===== src/verilog/bwp_pkg.sv =====
/*
 * Shared constants and carrier types for the block write-protect controller.
 * Assumes byte bit numbers are given with bit 0 as the most significant bit.
 * The constants below therefore hold the matching LSB-first vector index.
 */
`default_nettype none

package bwp_pkg;

    // status byte fields (vector index, MSB-first bit 2, 3, 5)
    localparam int unsigned STS_PROTECT_ENABLED_POS  = 5;
    localparam int unsigned STS_WRITE_FAULT_POS      = 4;
    localparam int unsigned STS_EXAMINE_POS          = 2;

    // command byte fields (vector index, MSB-first bit 0, 1, 2, 3)
    localparam int unsigned CMD_DISARM_POS           = 7;
    localparam int unsigned CMD_ARM_POS              = 6;
    localparam int unsigned CMD_PROTECT_ENABLE_POS   = 5;
    localparam int unsigned CMD_PROTECT_DISABLE_POS  = 4;

    // status answered by an acknowledge when nothing is pending
    localparam logic [7:0]  ACK_NONE_STATUS          = 8'h04;

    localparam int unsigned MASK_WORDS               = 8;
    localparam int unsigned MASK_BITS                = 64;
    localparam logic [2:0]  SEQ_RESET                = 3'h0;
    localparam logic [63:0] MASK_RESET               = 64'h0;

    // block-size strap codes
    typedef enum logic [1:0] {
        BWP_BLK_512  = 2'h0,
        BWP_BLK_1K   = 2'h1,
        BWP_BLK_2K   = 2'h2
    } bwp_blk_size_t;

    localparam logic [1:0]  STRAP_RESET              = 2'h0;

    // one programmed-I/O transfer from the processor
    typedef struct packed {
        logic       command_strobe;
        logic       byte_write_strobe;
        logic       status_request;
        logic       interrupt_acknowledge;
        logic [7:0] data;
    } bwp_bus_req_t;

    // byte returned to the processor
    typedef struct packed {
        logic       status_valid;
        logic       ack_valid;
        logic [7:0] data;
    } bwp_bus_rsp_t;

    localparam bwp_bus_rsp_t RSP_RESET = '{status_valid: 1'b0, ack_valid: 1'b0, data: 8'h00};

endpackage : bwp_pkg

`default_nettype wire


===== src/verilog/bwp_mask_store.sv =====
/*
 * 64-bit protect mask store: byte-wide write port, single-bit registered read.
 * Assumes write index and read index come from logic on the same clock.
 */
`default_nettype none
`timescale 1ns/100ps

module bwp_mask_store
    import bwp_pkg::*;
(
    input  wire logic       clk,
    input  wire logic       rst_b,
    input  wire logic       wr_en,
    input  wire logic [2:0] wr_word,
    input  wire logic [7:0] wr_data,
    input  wire logic [5:0] rd_block,
    output var  logic       rd_bit
);

    logic [MASK_BITS-1:0] mask;

    // block b lives in word b/8, MSB-first bit b%8
    genvar w;
    generate
        for (w = 0; w < MASK_WORDS; w++) begin : g_word
            always_ff @(posedge clk or negedge rst_b) begin
                if (!rst_b) begin
                    mask[w*8 +: 8] <= MASK_RESET[w*8 +: 8];
                end else if (wr_en && wr_word == 3'(w)) begin
                    mask[w*8 +: 8] <= wr_data;
                end
            end
        end
    endgenerate

    always_ff @(posedge clk or negedge rst_b) begin
        if (!rst_b) begin
            rd_bit <= 1'b0;
        end else begin
            rd_bit <= mask[{rd_block[5:3], ~rd_block[2:0]}];
        end
    end

endmodule // bwp_mask_store

`default_nettype wire


===== src/verilog/bwp_controller.sv =====
/*
 * Block write-protect controller: mask store load sequencer, address check,
 * write-to-read conversion, status and command bytes, interrupt request.
 * Assumes the processor drives all inputs on clk; the strap is static.
 */
`default_nettype none
`timescale 1ns/100ps

module bwp_controller
    import bwp_pkg::*;
(
    input  wire logic          clk,
    input  wire logic          rst_b,
    input  wire logic          system_clear,
    input  wire logic [1:0]    block_size_strap,
    input  wire bwp_bus_req_t  bus_req,
    output var  bwp_bus_rsp_t  bus_rsp,
    input  wire logic [15:0]   mem_addr,
    input  wire logic          write_attempt,
    input  wire logic          protect_override,
    output var  logic          protected_address_hit,
    output var  logic          write_to_read_convert,
    output var  logic          attention_set,
    output var  logic          interrupt_request
);

    logic [1:0] strap;
    logic       strap_taken;
    logic [2:0] mask_seq;
    logic [5:0] block_index;
    logic       hit_bit;
    logic       attempt_d;
    logic       protect_enabled;
    logic       protected_write_fault;
    logic       examine_flag;
    logic       armed;
    logic       fault_event;
    logic       cmd_take;
    logic       data_take;
    logic       ack_take;
    logic [7:0] status_byte;
    logic [7:0] next_status_after_ack;

    assign cmd_take  = bus_req.command_strobe;
    assign data_take = bus_req.byte_write_strobe && !bus_req.command_strobe;
    assign ack_take  = bus_req.interrupt_acknowledge;

    // strap caught once, right after reset release
    // a later strap change cannot move block boundaries under a running program
    always_ff @(posedge clk or negedge rst_b) begin
        if (!rst_b) begin
            strap       <= STRAP_RESET;
            strap_taken <= 1'b0;
        end else if (!strap_taken) begin
            strap       <= block_size_strap;
            strap_taken <= 1'b1;
        end
    end

    // block index for the selected block size
    always_comb begin
        case (bwp_blk_size_t'(strap))
            BWP_BLK_512: block_index = mem_addr[14:9];
            BWP_BLK_1K:  block_index = mem_addr[15:10];
            BWP_BLK_2K:  block_index = {1'b0, mem_addr[15:11]};
            default:     block_index = mem_addr[14:9];
        endcase
    end

    // mask load sequencer: wraps after word 7
    always_ff @(posedge clk or negedge rst_b) begin
        if (!rst_b) begin
            mask_seq <= SEQ_RESET;
        end else if (system_clear || cmd_take) begin
            mask_seq <= SEQ_RESET;
        end else if (data_take) begin
            mask_seq <= mask_seq + 3'h1;
        end
    end

    bwp_mask_store u_mask (
        .clk      (clk),
        .rst_b    (rst_b),
        .wr_en    (data_take),
        .wr_word  (mask_seq),
        .wr_data  (bus_req.data),
        .rd_block (block_index),
        .rd_bit   (hit_bit)
    );

    // attempt delayed one cycle to line up with the registered mask bit
    always_ff @(posedge clk or negedge rst_b) begin
        if (!rst_b) begin
            protected_address_hit <= 1'b0;
            attempt_d             <= 1'b0;
        end else begin
            protected_address_hit <= hit_bit;
            attempt_d             <= write_attempt;
        end
    end

    // hit_bit reflects the address presented with the attempt one cycle earlier
    assign fault_event = attempt_d && hit_bit && protect_enabled
                         && !protect_override;

    always_ff @(posedge clk or negedge rst_b) begin
        if (!rst_b) begin
            write_to_read_convert <= 1'b0;
            attention_set         <= 1'b0;
        end else begin
            write_to_read_convert <= fault_event;
            attention_set         <= fault_event;
        end
    end

    // protect enable; disable wins when both command bits are set
    always_ff @(posedge clk or negedge rst_b) begin
        if (!rst_b) begin
            protect_enabled <= 1'b0;
        end else if (system_clear) begin
            protect_enabled <= 1'b0;
        end else if (cmd_take) begin
            if (bus_req.data[CMD_PROTECT_DISABLE_POS]) begin
                protect_enabled <= 1'b0;
            end else if (bus_req.data[CMD_PROTECT_ENABLE_POS]) begin
                protect_enabled <= 1'b1;
            end
        end
    end

    // arm state; disarm wins when both are set
    always_ff @(posedge clk or negedge rst_b) begin
        if (!rst_b) begin
            armed <= 1'b0;
        end else if (system_clear) begin
            armed <= 1'b0;
        end else if (cmd_take) begin
            if (bus_req.data[CMD_DISARM_POS]) begin
                armed <= 1'b0;
            end else if (bus_req.data[CMD_ARM_POS]) begin
                armed <= 1'b1;
            end
        end
    end

    // fault and examine flags: a new fault wins over a clear in the same cycle
    always_ff @(posedge clk or negedge rst_b) begin
        if (!rst_b) begin
            protected_write_fault <= 1'b0;
            examine_flag          <= 1'b0;
        end else if (fault_event) begin
            protected_write_fault <= 1'b1;
            examine_flag          <= 1'b1;
        end else if (system_clear || cmd_take || (ack_take && interrupt_request)) begin
            protected_write_fault <= 1'b0;
            examine_flag          <= 1'b0;
        end
    end

    // interrupt: only queued while armed; disarm drops a pending one
    // a fault in the same cycle as a clear still raises the request
    always_ff @(posedge clk or negedge rst_b) begin
        if (!rst_b) begin
            interrupt_request <= 1'b0;
        end else if (fault_event && armed) begin
            interrupt_request <= 1'b1;
        end else if (system_clear) begin
            interrupt_request <= 1'b0;
        end else if (cmd_take && bus_req.data[CMD_DISARM_POS]) begin
            interrupt_request <= 1'b0;
        end else if (ack_take) begin
            interrupt_request <= 1'b0;
        end
    end

    // byte bits count MSB-first, so status bit 2 sits at vector index 5
    always_comb begin
        status_byte                          = 8'h00;
        status_byte[STS_PROTECT_ENABLED_POS] = protect_enabled;
        status_byte[STS_WRITE_FAULT_POS]     = protected_write_fault;
        status_byte[STS_EXAMINE_POS]         = examine_flag;
        next_status_after_ack                          = 8'h00;
        next_status_after_ack[STS_PROTECT_ENABLED_POS] = protect_enabled;
    end

    // answers to status request and interrupt acknowledge
    // acknowledge of a pending interrupt reports status as it stands after its own clear
    always_ff @(posedge clk or negedge rst_b) begin
        if (!rst_b) begin
            bus_rsp <= RSP_RESET;
        end else begin
            bus_rsp.status_valid <= bus_req.status_request && !ack_take;
            bus_rsp.ack_valid    <= ack_take;
            if (ack_take) begin
                bus_rsp.data <= interrupt_request ? next_status_after_ack
                                                  : ACK_NONE_STATUS;
            end else if (bus_req.status_request) begin
                bus_rsp.data <= status_byte;
            end else begin
                bus_rsp.data <= 8'h00;
            end
        end
    end

endmodule // bwp_controller

`default_nettype wire


===== config.mk =====
export PLATFORM = sky130hd
export DESIGN_NAME = bwp_controller
export DESIGN_NICKNAME = d
export VERILOG_FILES = /design/src/verilog/bwp_pkg.sv /design/src/verilog/bwp_mask_store.sv /design/src/verilog/bwp_controller.sv
export SDC_FILE = /design/constraint.sdc
export NUM_CORES = 1
export LEC_CHECK = 0
export BUFFER_PORTS_ARGS = -buffer_cell sky130_fd_sc_hd__buf_4
export CORE_ASPECT_RATIO = 0.5
export CORE_UTILIZATION = 45
export DETAILED_ROUTE_END_ITERATION = 10
export HOLD_SLACK_MARGIN = 0.06
export PLACE_DENSITY = 0.72
export SYNTH_ARGS = -nofsm -noshare
export SYNTH_HDL_FRONTEND = slang
export SYNTH_HIERARCHICAL = 1
export SYNTH_SLANG_ARGS = --single-unit

===== constraint.sdc =====
create_clock -name clk -period 5.43 [get_ports clk]
set_input_delay 1.086 -clock clk [delete_from_list [all_inputs] [get_ports clk]]
set_output_delay 1.086 -clock clk [all_outputs]
set_load 0.02 [all_outputs]

==> impl_metrics.toml, run 1 <==
[clock_network]
post_cts_resized = 0
cts_max_path_buffers = 2
cts_hold_buf = 0
cts_tree = "done"
post-cts-setup-buffer-count = 0
tritoncts_num_sinks = 83
cts_root_buffer = "clkbuf_16"
clock_latency_late_sink_ps = 330
clock_tree.htree_level_count = 3
cts.clk_slew.worst_paths_ps = 60
cts-buffers-inserted = 9

[floorplan]
fp.dieH_um = 68.00
rows = 23
core_area_um2 = 8230
die-width_um = 134.0
die_area_um2 = 9111
starting_utilization_of_the_core_area = 0.4763
io_pins = 49

[grt]
grt_antenna_before_repair = 1
track_usage = 0.1921
grt_pass1_wl_um = 12850
first_global_vias = 2454
grt_max_degree = 84
globalRoute.totalOverflow = 0

[power]
vdd_ir_drop_max_v = 0.0001745
switching_part_of_the_total = 0.2454
sw_power_mw = 0.3825
power_density_nw_per_um2 = 342.7
power_report.internal_total_mw = 1.177
power_frac_comb = 0.155
p_seq_frac = 0.443
p_leak_nw = 2.155
clkPwrFrac = 0.402

[final_layout]
areaGrowthSynthToFinish_pct = 16.05
most_common_cell_after_layout_fill_and_taps_aside = "dfrtp_1"
num-nets-final = 351
sequential_cell_area_um2 = 2077
finalCoreUtilization = 0.5528
filler_instances = 648
layout.cells.most_common_list = "dfrtp_1 (83), mux2_2 (68), buf_4 (38)"
drive_above_1_share = 0.4322
final-instance-count-excl-fill = 429
diodes = 0
area_occupied_by_multi_input_gates_um2 = 1709

[setup_path]
critPathRequiredTime_ps = 5620
end_kind = "flop"
worst_setup_path_start_kind = "input pin"
critical_path.max_fanout = 11
critical_path_class = "in2reg"
timing.critical_path.arrival_ps = 3350
r2r-start = "strap[0]$_DFFE_PN0N_"
startpoint = "mem_addr[11]"

[synth]
synth.cell_area_um2 = 3920
post_synth_simple_gate_area = 0.07150
synth_largest_type_area_fraction = 0.5298
share_of_cell_area_taken_by_muxes_after_synthesis = 0.2834
synth.yosys.warnings = 6
ys_types = 51
postSynthRegisterBits = 83
netlist.top_cell.by_area = "dfrtp_1"
yosys-top-cells-area = "dfrtp_1 (53%), mux2_2 (20%), mux4_2 (4.6%)"
synth_edf_count = 0
dominant_combinational_cell_family_by_area_after_synthesis = "multiplexers"
post_synth_xor_area_fraction = 0.002234
synthesis.area_per_instance_um2 = 14.15
compound_cell_area_share_of_the_yosys_netlist = 0.06256
ys.flop_type = "dfrtp_1"
synth_cells = 277
async_reset_ff_frac = 1.000
synth-seq-area-share = 0.5298
synth_adder_area_share = 0.009575

[detailed_routing]
routed_wl_um = 7981
avgRoutedWirePerCell_um = 18.60
drt_first_pass_iters = 4
drc = 0
vias_per_cell = 5.676
vias = 2435
drt_first_iter_violations = 188
ant_nets = 0

[hold_path]
worst_min_path_start = "u_mask/rd_bit$_DFF_PN0_"
holdCritPathClass = "reg2reg"

[timing]
tns_ps = 0
finalSetupViolations = 0
maxSlewViolCount = 0
worst_slew_margin_rel = 0.3298
rsz0062_at_grt = "false"
maxClockFrequency_ghz = 0.3161
hold_fails_final_rpt = 0
max_slew.worst_pin.slew_ps = 1005
timing.final.crit_share = 0.5825
final_period_minus_worst_setup_slack_ps = 3163
clock-skew-final_ps = 3.424

[run]
maxCapViolCount = 0

[place]
io_buffer_count = 34
final_estimated_routing_congestion_in_global_placement = 0.8525
dp.cells = 414
hpwlAfterDp_um = 5543

[status]
run_status = "complete, no violations"
[per-stage QoR]
stage                     instance area (um2)  worst slack (ps)  power, mW  hold WS (ps)
after detailed placement                 4242              1936     0.9407         364.5
after CTS                                4549              2270      1.570         375.6
final                                    4549              2267      1.559         372.1
after global placement                   4242              1990     0.9272         362.3
after floorplan                          3935              2789     0.8594         347.5
after global routing                     4549              2104      1.621         378.3
[area by class of cell]
cell class                      instances  share of cell area
Tap cell                              112             0.03080
Sequential cell                        83              0.4565
Inverter                                8            0.006601
Timing Repair Buffer                   38             0.06271
Clock inverter                          5             0.01733
Clock buffer                           10             0.05033
Multi-Input combinational cell        173              0.3757
[critical path: stages]
cell and delay [ps]:
buf_4 90, a22oi_1 90, o21ai_2 590, buf_4 290, mux4_1 610, a22o_1 210, a311oi_1 240, a211oi_1 130
[cell families after synthesis]
kind of cell / Yosys count
AO/OA/AOI/OAI: 33
flip-flops: 83
XOR/XNOR: 1
multiplexers: 86
AND/OR/NAND/NOR: 44
other: 2
adder cells (fa/ha/maj): 3
buffers and inverters: 25
[sequential cells by signal, summed over array words and instances (netlist names)]
register	cells
interrupt_request	1
attention_set	1
strap_taken	1
protected_address_hit	1
examine_flag	1
u_mask/mask	64
strap	2
mask_seq	3
u_mask/rd_bit	1
bus_rsp	5
armed	1
attempt_d	1
protect_enabled	1
[Yosys cell counts (all sizes together), types with 2 or more instances]
cell / count
nor3b: 2
buf: 15
a21oi: 3
nand4b: 3
a211oi: 2
nor2b: 4
nand3: 2
inv: 8
clkbuf: 2
mux4: 12
nor2: 5
nand2: 10
nand4: 4
conb: 2
o21ai: 6
nor3: 5
mux2: 68
o211ai: 2
mux2i: 6
dfrtp: 83
ha: 3
nand2b: 3
a21boi: 2
a22oi: 6
[metal layers]
metal  GRT usage  vias up  share of wire
met4     0.06534        0          0.011
met5           0        -              0
met2      0.3335       56           0.50
met1      0.2402     1275           0.45
li1            -     1092              -
met3     0.04741       12          0.035
[path summary, 6_finish.rpt]
kind	endpoint	slack, ps	cells after the start
max in group asynchronous	u_mask/mask[47]$_DFFE_PN0P_	3870	1
worst max register to register	u_mask/rd_bit$_DFF_PN0_	2290	8
worst max-delay path	u_mask/rd_bit$_DFF_PN0_	2270	8
worst min-delay path	protected_address_hit$_DFF_PN0_	370	0
min in group asynchronous	strap_taken$_DFF_PN0_	930	1
worst min register to register	protected_address_hit$_DFF_PN0_	370	0
[power by group through the flow]
stage                     Clock, mW  Sequential [mW]  Combinational (mW)
after floorplan                   0            0.697               0.162
after detailed placement          0            0.701               0.240
after CTS                     0.639            0.690               0.241
after global routing          0.665            0.696               0.260
final                         0.627            0.690               0.242
after global placement            0            0.696               0.231
Note: power is estimated with default switching activity, not from simulation.
==> inputs of run 2 (changes only) <==
--- a/config.mk
+++ b/config.mk
@@ -10,7 +10,7 @@
 export CORE_UTILIZATION = 45
 export DETAILED_ROUTE_END_ITERATION = 10
 export HOLD_SLACK_MARGIN = 0.06
-export PLACE_DENSITY = 0.72
+export PLACE_DENSITY = 0.75
 export SYNTH_ARGS = -nofsm -noshare
 export SYNTH_HDL_FRONTEND = slang
 export SYNTH_HIERARCHICAL = 1
==> constraint.sdc (replaced) <==
create_clock -name clk -period 2.9 [get_ports clk]
set_input_delay 0.58 -clock clk [delete_from_list [all_inputs] [get_ports clk]]
set_output_delay 0.58 -clock clk [all_outputs]
set_load 0.02 [all_outputs]
==> impl_metrics.toml, run 2 (synthesis results as in run 1) <==
[detailed_routing]
drt_first_pass_iters = 4
met2WireLength_um = 3982
routed_wl_um = 7786
met3_length_um = 309
vias_per_cell = 5.611
wire_length_the_detailed_router_placed_on_met1_um = 3395
ant_nets = 0
top_metal_layer_carrying_routed_signals = "met4"
drc = 0
vias = 2424
avgRoutedWirePerCell_um = 18.02
drt_first_iter_violations = 104

[final_layout]
sequential_cell_area_um2 = 2077
final_area_um2 = 4629
diodes = 0
areaGrowthSynthToFinish_pct = 18.10
filler_instances = 649
max_flop_register = "u_mask/mask"
largestRegisters = "u_mask/mask: 64 flops, bus_rsp: 5 flops, mask_seq: 3 flops"
layout.cells.most_common_list = "dfrtp_1 (83), mux2_2 (68), buf_4 (39)"
num-nets-final = 354
area_occupied_by_multi_input_gates_um2 = 1709
largest_register_ff_count = 64
drive_above_1_share = 0.4406
most_common_cell_after_layout_fill_and_taps_aside = "dfrtp_1"

[floorplan]
rows = 23
starting_utilization_of_the_core_area = 0.4763
fp.dieH_um = 68.00
die-width_um = 134.0
core_area_um2 = 8230
die_area_um2 = 9111
io_pins = 49

[setup_path]
worst_setup_path_start_kind = "flop"
r2r_setup_slack_ps = 330
crit_path_cell_trace = "inv_1 > ha_1 > a22oi_1 > o21ai_2 > buf_12 > mux4_2 > o2111ai_2 > nand3_1 > nor4_1 > a211oi_1"
critPathRequiredTime_ps = 3100
number_of_cells_traversed_by_the_worst_register_to_register_path = 10
worst_r2r_endpoint = "u_mask/rd_bit$_DFF_PN0_"
critical_path_class = "reg2reg"
critical_path.max_stage_delay_ps = 550
critical_path.max_fanout = 19
slowest_stage_cell_cp = "mux4_2"
r2r-start = "strap[1]$_DFFE_PN0N_"
end_kind = "flop"
timing.critical_path.arrival_ps = 2770

[timing]
clock-skew-final_ps = 3.287
post-route-worst-setup-slack_ps = 330.8
rsz0062_at_grt = "false"
tns_ps = 0
final_period_minus_worst_setup_slack_ps = 2569
worst_slew_margin_rel = 0.3261
timing.final.crit_share = 0.8859
maxSlewViolCount = 0
maxClockFrequency_ghz = 0.3892
max_slew.worst_pin.slew_ps = 1011
hold_fails_final_rpt = 0
finalSetupViolations = 0

[clock_network]
cts_max_path_buffers = 2
cts.clk_slew.worst_paths_ps = 60
cts_hold_buf = 0
post-cts-setup-buffer-count = 0
tritoncts_num_sinks = 83
cts_root_buffer = "clkbuf_16"
clock_tree.htree_level_count = 3
clock_latency_late_sink_ps = 340
cts-buffers-inserted = 9
cts_tree = "done"
post_cts_resized = 0

[hold_path]
holdCritPathClass = "in2reg"
worst_min_path_start = "write_attempt"
worst_min_delay_path_endpoint = "attempt_d$_DFF_PN0_"
timing.hold.worst_path_depth = 1

[grt]
first_global_vias = 2497
grt_antenna_before_repair = 0
track_usage = 0.1884
grt_pass1_wl_um = 12520
globalRoute.totalOverflow = 0
grt_max_degree = 84

[run]
maxCapViolCount = 0

[place]
pre_cts_slack_ps = 370.9
hpwlAfterDp_um = 5337
io_buffer_count = 34
placedInstanceArea_um2 = 4289
final_estimated_routing_congestion_in_global_placement = 0.8119

[power]
switching_part_of_the_total = 0.2387
power_report.internal_total_mw = 2.313
power_frac_comb = 0.154
vdd_ir_drop_max_v = 0.0003027
p_seq_frac = 0.425
sw_power_mw = 0.7250
post-layout-total-power_mw = 3.038
power_density_nw_per_um2 = 656.2
p_leak_nw = 2.188
clkPwrFrac = 0.421

[status]
run_status = "complete, no violations"
run 2: how the worst max path moves through the flow:
stage / start / endpoint / slack, ps / cells after the start
6_report: strap[1]$_DFFE_PN0N_ / u_mask/rd_bit$_DFF_PN0_ / 330 / 10
4_1_cts: strap[1]$_DFFE_PN0N_ / u_mask/rd_bit$_DFF_PN0_ / 340 / 10
3_3_place_gp: strap[1]$_DFFE_PN0N_ / u_mask/rd_bit$_DFF_PN0_ / 450 / 9
5_1_grt: strap[1]$_DFFE_PN0N_ / u_mask/rd_bit$_DFF_PN0_ / 190 / 9
2_1_floorplan: strap[0]$_DFFE_PN0N_ / u_mask/rd_bit$_DFF_PN0_ / 550 / 10
3_5_place_dp: strap[1]$_DFFE_PN0N_ / u_mask/rd_bit$_DFF_PN0_ / 370 / 9
run 2: critical path, delay by kind of cell, from the launching register on:
family | cells | cell delay [ps]
multiplexers | 1 | 550
AO/OA/AOI/OAI | 4 | 620
AND/OR/NAND/NOR | 2 | 280
flip-flops | 1 | 400
buffers and inverters | 2 | 270
adder cells (fa/ha/maj) | 1 | 280
run 2: power groups by stage:
stage                     combinational (mW)  clock [mW]  sequential, mW
after detailed placement               0.470           0            1.31
after global routing                   0.512        1.36            1.30
final                                  0.469        1.28            1.29
after floorplan                        0.303           0            1.31
after global placement                 0.455           0            1.30
after CTS                              0.473        1.31            1.29
run 2: metrics by stage:
| stage | instances | utilization | hold slack [ps] |
|---|---|---|---|
| after floorplan | 281 | - | 284.4 |
| after global placement | 417 | 0.5211 | 358.2 |
| after detailed placement | 417 | 0.5211 | 364.4 |
| after CTS | 432 | 0.5625 | 345.2 |
| after global routing | 432 | 0.5625 | 338.8 |
| final | 432 | 0.5625 | 351.2 |
run 2: area by class of cell:
cell class,count,area share
flip-flops and latches,83,0.4486
clock buffers,9,0.04865
well taps,112,0.03027
repair buffers,41,0.07189
clock inverters,6,0.02486
multi-input cells,173,0.3692
inverters,8,0.006486
run 2: metal layers:
layer  up-vias  GRT usage
met5         -          0
li1       1097          -
met3        12    0.05926
met2        47     0.3258
met1      1268     0.2258
met4         0    0.07244
